**src/ips_pkg.sv**
```systemverilog
// package for the interrupt priority level select block
//
// Behaviour
// - each priority bit: 0 means low level, 1 means high level; all start at 0
// - first register bit 7 sets external request pin 0 level
// - first register bit 6 sets external request pin 1 level
// - first register bit 3 sets shared watchdog and refresh level
// - first register bit 2 sets timer channel 0 level
// - first register bit 1 sets timer channel 1 level
// - first register bit 0 sets timer channel 2 level
// - both registers are 8 bits, every bit readable and writable
// - second register clears on reset and on hardware standby entry
// - second register bit 7 sets timer channel 3 level
// - second register bit 6 sets timer channel 4 level
// - second register bit 5 sets shared DMA channels 0 and 1 level
// - second register bit 4 stores and reads back, no priority effect
// - first register clears on reset and on hardware standby entry
// - second register bit 3 sets serial channel 0 level
// - second register bit 2 sets serial channel 1 level
// - second register bit 1 sets converter level; bit 0 has no effect
package ips_pkg;
  localparam int          REG_WIDTH   = 8;
  localparam int          ADDR_WIDTH  = 4;
  localparam logic [3:0]  ADDR_FIRST  = 4'h0;
  localparam logic [3:0]  ADDR_SECOND = 4'h1;
  localparam logic [7:0]  RESET_VALUE = 8'h00;
  localparam logic [7:0]  UNMAPPED_RD = 8'h00;
  // first register bit positions
  localparam int BIT_PIN0      = 7;
  localparam int BIT_PIN1      = 6;
  localparam int BIT_PIN23     = 5;
  localparam int BIT_PIN45     = 4;
  localparam int BIT_WDOG      = 3;
  localparam int BIT_TIMER0    = 2;
  localparam int BIT_TIMER1    = 1;
  localparam int BIT_TIMER2    = 0;
  // second register bit positions
  localparam int BIT_TIMER3    = 7;
  localparam int BIT_TIMER4    = 6;
  localparam int BIT_DMA       = 5;
  localparam int BIT_SERIAL0   = 3;
  localparam int BIT_SERIAL1   = 2;
  localparam int BIT_ADC       = 1;
endpackage

```
**src/ips_reg8.sv**
```systemverilog
// one 8-bit software register with standby clear
`timescale 1ns/1ps
module ips_reg8 #(
  parameter int WIDTH = 8
) (
  input  wire logic             clk,
  input  wire logic             rstn,
  input  wire logic             clear,
  input  wire logic             load,
  input  wire logic [WIDTH-1:0] wdata,
  output logic      [WIDTH-1:0] value
);
  logic [WIDTH-1:0] next_value;

  // the bit map only knows 8-bit registers
  if (WIDTH != ips_pkg::REG_WIDTH) begin : g_bad_width
    $error("ips_reg8: width must be 8");
  end

  // standby clear beats a write in the same cycle
  always_comb begin
    next_value = value;
    if (clear) begin
      next_value = ips_pkg::RESET_VALUE;
    end else if (load) begin
      next_value = wdata;
    end
  end

  always_ff @(posedge clk or negedge rstn) begin
    if (!rstn) begin
      value <= ips_pkg::RESET_VALUE;
    end else begin
      value <= next_value;
    end
  end
endmodule

```
**src/ips_priority_select.sv**
```systemverilog
// top: two priority select registers and per-source priority outputs
//
// The strobed register port and the register addresses were left to the implementer.
`timescale 1ns/1ps
module ips_priority_select (
  input  wire logic       clk,
  input  wire logic       rstn,
  input  wire logic       hwStandby,
  input  wire logic [3:0] regAddr,
  input  wire logic [7:0] regWdata,
  input  wire logic       regWrite,
  input  wire logic       regRead,
  output logic      [7:0] regRdata,
  output logic            pin0PriorityBit,
  output logic            pin1PriorityBit,
  output logic            pin23PriorityBit,
  output logic            pin45PriorityBit,
  output logic            watchdogRefreshPriorityBit,
  output logic            timerCh0PriorityBit,
  output logic            timerCh1PriorityBit,
  output logic            timerCh2PriorityBit,
  output logic            timerCh3PriorityBit,
  output logic            timerCh4PriorityBit,
  output logic            dmaPriorityBit,
  output logic            serial0PriorityBit,
  output logic            serial1PriorityBit,
  output logic            adcPriorityBit
);
  logic [7:0] priorityFirst;
  logic [7:0] prioritySecond;
  logic       standbyEntry;
  logic [7:0] next_regRdata;

  // clear every cycle while standby is high, which covers its entry
  // and keeps software from loading levels while the device sleeps
  always_comb begin
    standbyEntry = hwStandby;
  end

  ips_reg8 #(.WIDTH(ips_pkg::REG_WIDTH)) uFirst (
    .clk   (clk),
    .rstn  (rstn),
    .clear (standbyEntry),
    .load  (regWrite && regAddr == ips_pkg::ADDR_FIRST),
    .wdata (regWdata),
    .value (priorityFirst)
  );

  ips_reg8 #(.WIDTH(ips_pkg::REG_WIDTH)) uSecond (
    .clk   (clk),
    .rstn  (rstn),
    .clear (standbyEntry),
    .load  (regWrite && regAddr == ips_pkg::ADDR_SECOND),
    .wdata (regWdata),
    .value (prioritySecond)
  );

  // read data one cycle after the strobe; unmapped reads give zero
  always_comb begin
    next_regRdata = ips_pkg::UNMAPPED_RD;
    if (regRead) begin
      case (regAddr)
        ips_pkg::ADDR_FIRST:  next_regRdata = priorityFirst;
        ips_pkg::ADDR_SECOND: next_regRdata = prioritySecond;
        default:              next_regRdata = ips_pkg::UNMAPPED_RD;
      endcase
    end
  end

  always_ff @(posedge clk or negedge rstn) begin
    if (!rstn) begin
      regRdata <= ips_pkg::UNMAPPED_RD;
    end else begin
      regRdata <= next_regRdata;
    end
  end

  // outputs are register bits themselves, so a write shows next cycle
  always_comb begin
    pin0PriorityBit            = priorityFirst[ips_pkg::BIT_PIN0];
    pin1PriorityBit            = priorityFirst[ips_pkg::BIT_PIN1];
    pin23PriorityBit           = priorityFirst[ips_pkg::BIT_PIN23];
    pin45PriorityBit           = priorityFirst[ips_pkg::BIT_PIN45];
    watchdogRefreshPriorityBit = priorityFirst[ips_pkg::BIT_WDOG];
    timerCh0PriorityBit        = priorityFirst[ips_pkg::BIT_TIMER0];
    timerCh1PriorityBit        = priorityFirst[ips_pkg::BIT_TIMER1];
    timerCh2PriorityBit        = priorityFirst[ips_pkg::BIT_TIMER2];
    timerCh3PriorityBit        = prioritySecond[ips_pkg::BIT_TIMER3];
    timerCh4PriorityBit        = prioritySecond[ips_pkg::BIT_TIMER4];
    dmaPriorityBit             = prioritySecond[ips_pkg::BIT_DMA];
    serial0PriorityBit         = prioritySecond[ips_pkg::BIT_SERIAL0];
    serial1PriorityBit         = prioritySecond[ips_pkg::BIT_SERIAL1];
    adcPriorityBit             = prioritySecond[ips_pkg::BIT_ADC];
  end
endmodule

```
**config.mk**
```make
export PLATFORM = sky130hd
export DESIGN_NAME = ips_priority_select
export DESIGN_NICKNAME = d
export VERILOG_FILES = /design/src/ips_pkg.sv /design/src/ips_reg8.sv /design/src/ips_priority_select.sv
export SDC_FILE = /design/constraint.sdc
export NUM_CORES = 1
export LEC_CHECK = 0
export BUFFER_PORTS_ARGS = -buffer_cell sky130_fd_sc_hd__buf_4
export CAP_MARGIN = 20
export CORE_AREA = 2 2 90 49
export DETAILED_ROUTE_END_ITERATION = 16
export DIE_AREA = 0 0 92 51
export PLACE_DENSITY_LB_ADDON = 0.1
export SLEW_MARGIN = 10
export SYNTH_ARGS = -nofsm -noshare
export SYNTH_HDL_FRONTEND = slang
export SYNTH_SLANG_ARGS = --single-unit
```
**constraint.sdc**
```tcl
create_clock -name clk -period 1.9 [get_ports clk]
set_input_delay 0 -clock clk [delete_from_list [all_inputs] [get_ports clk]]
set_output_delay 0 -clock clk [all_outputs]
set_load 0.005 [all_outputs]
```
==> flow_summary.yaml <==
outcome:
  outcome: "finished clean"
pwr:
  p_per_area_mw_per_mm2: 688
  switchingPower_uw: 218
  seqPwrFrac_pct: 48.8
  p_leak_nw: 0.749
  max-vdd-ir-drop_mv: 0.410
  sw_frac_of_total_pct: 20.6
  internal-power_uw: 844
  p_clk_share_pct: 42.5
  pwr-share-comb_pct: 8.7
drt:
  vias_per_cell: 4.38
  drc_errors: 0
  wl_mm: 2.64
  route.antenna.remaining_nets: 0
  drt_iter0_markers: 38
  first_pass_iters: 4
  vias: 827
  wl_per_cell_um: 14.0
setup_path:
  path_delay_family: "flip-flops"
  worstSetupPathType: "reg -> out"
  cp.required_ns: 1.90
  cp-end-kind: "output pin"
  path_cells: "buf_4"
  crit_fanout: 3
  startpoint: "uFirst.value[0]$_DFFE_PN0P_"
  critPathLaunchType: "register"
  crit_slowest_cell: "dfrtp_1"
  r2r_start: "uFirst.value[6]$_DFFE_PN0P_"
  path_buf_inv: 1
  cp_slowest_stage_delay_ns: 0.42
  arrival_ns: 0.83
sta:
  setup_viol: 0
  finalHoldViolCount: 0
  tightest_slew_ns: 0.535
  fin_crit_sh_pct: 43.9
  fin_worst_skew_ns: 0.00733
  slew-limit-headroom_pct: 64.1
  rsz0062_at_grt: "no"
  final.setup.tns_ns: 0
  maxSlewViolCount: 0
  fmax_mhz: 1200
  post-route-min-period_ns: 0.834
synthesis:
  synthesis.area_mm2: 0.00113
  ys_top_cells_by_area: "dfrtp_1, mux2i_1, nand2b_1, a22oi_1, nor2b_1"
  postSynthCellCount: 93
  synth_warnings: 0
  avgSynthCellArea_um2: 12.1
  syn-num-nets: 110
  seq_area_frac_synth_pct: 53.3
  synth_cell_types: 14
  yosysTopAreaCell: "dfrtp_1"
  synth_top_area_share_pct: 53.3
  ys_seq_elements: 24
cts:
  cts.sinks: 24
  htree_levels: 1
  cts_resized: 0
  cts_tree: "built"
  cts_root_buf: "clkbuf_8"
  clock_path_buffers: 2
  insertion_delay_ns: 0.27
  clkTransAtPathRegs_ns: 0.09
  cts_buffers: 3
layout:
  nets: 150
  drive_above_1_share_pct: 34.1
  diodes: 0
  area_delta_synth_final_pct: 37.1
  fin_util_pct: 38.2
grt:
  grt_overflow: 0
  grt_max_degree: 25
  antenna_found_initial: 0
  gr-usage-all-layers_pct: 12.4
  grt_pass1_vias: 816
  grt_pass1_wl_mm: 4.24
worst_hold_path:
  min_path_type: "in -> reg"
  min-delay-start: "regWdata[6]"
placed_design:
  dpl.hpwl_mm: 1.97
  gp_congestion: 0.653
  io_buffer_count: 38
floorplan:
  ioPinCount: 39
  start_util_pct: 27.9
  die-area_mm2: 0.00469
  die_h_um: 51
  rows: 17
  core_mm2: 0.00404
  die_w_um: 92
run:
  cap_violations: 0
[power by group through the flow]
stage / clock network (mW) / logic [mW] / registers (mW)
after global routing: 0.482 / 0.102 / 0.519
after CTS: 0.461 / 0.0953 / 0.518
after floorplan: 0 / 0.0350 / 0.528
after detailed placement: 0 / 0.0936 / 0.528
after global placement: 0 / 0.0918 / 0.529
final: 0.451 / 0.0930 / 0.518
[synth_stat cells (all sizes together)]
library cell	number
nor2b	9
buf	2
and3	2
nor4b	1
clkbuf	2
nor2	2
a22oi	8
mux2i	16
nand3	2
nand2b	24
dfrtp	24
nor4	1
[final cells by class]
| cell class | count | area (um^2) |
|---|---|---|
| Fill cell | 429 | 2500 |
| Timing Repair Buffer | 39 | 295 |
| Clock inverter | 1 | 30.0 |
| Sequential cell | 24 | 601 |
| Clock buffer | 3 | 41.3 |
| Tap cell | 57 | 71.3 |
| Multi-Input combinational cell | 65 | 507 |
[through the flow]
step / std cells / hold slack, ns / setup WS [ns] / area [um^2] / power (mW)
after floorplan: 93 / -0.296 / 1.17 / 1130 / 0.563
after global routing: 189 / 0.0177 / 1.00 / 1550 / 1.10
final: 189 / 0.0126 / 1.07 / 1550 / 1.06
after detailed placement: 184 / -0.0797 / 0.770 / 1460 / 0.622
after CTS: 189 / 0.0114 / 1.06 / 1550 / 1.08
after global placement: 184 / -0.0805 / 0.820 / 1460 / 0.620
[path summary, 6_finish.rpt]
| check | endpoint | slack (ns) | depth (start not counted) |
|---|---|---|---|
| max in group asynchronous | regRdata[1]$_DFF_PN0_ | 1.49 | 2 |
| worst max register to register | regRdata[6]$_DFF_PN0_ | 1.12 | 2 |
| min in group asynchronous | uFirst.value[6]$_DFFE_PN0P_ | 0.16 | 2 |
| worst min register to register | uSecond.value[4]$_DFFE_PN0P_ | 0.55 | 2 |
| worst max-delay path | timerCh2PriorityBit | 1.07 | 1 |
| worst min-delay path | uSecond.value[6]$_DFFE_PN0P_ | 0.01 | 3 |
[layout by cell type (no fill, tap or decap), drive strengths merged, types with 2 or more instances in the layout]
cell type and instances:
buf 38, nand2b 24, dfrtp 24, mux2i 16, nor2b 9, a22oi 8
clkbuf 3, nor2 2, and3 2, nand3 2
[flip-flops by register name (all words and copies together), names as in the netlist]
signal	cells
regRdata	8
uFirst.value	8
uSecond.value	8
[metal layers]
| layer | share of wire, % | track usage, % | wire (um) |
|---|---|---|---|
| met1 | 54 | 17.9 | 1440 |
| met2 | 40 | 16.9 | 1060 |
| met3 | 4.9 | 4.28 | 129 |
| met4 | 0.53 | 4.48 | 14 |
| met5 | 0 | 0 | 0 |
[kinds of logic after synthesis]
logic type             synth area share [%]
buffers and inverters                  1.78
and+or+nand+nor                        25.4
muxes                                  14.2
DFF                                    53.3
AOI/OAI and AO/OA                      5.33
[repair_timing]
item / 4_1_cts / 5_1_grt
endpoints found under the hold margin: 24 / 0
buffers inserted: 0 / 0
hold buffers: 1 / 0
Note: power is estimated with default switching activity, not from simulation.
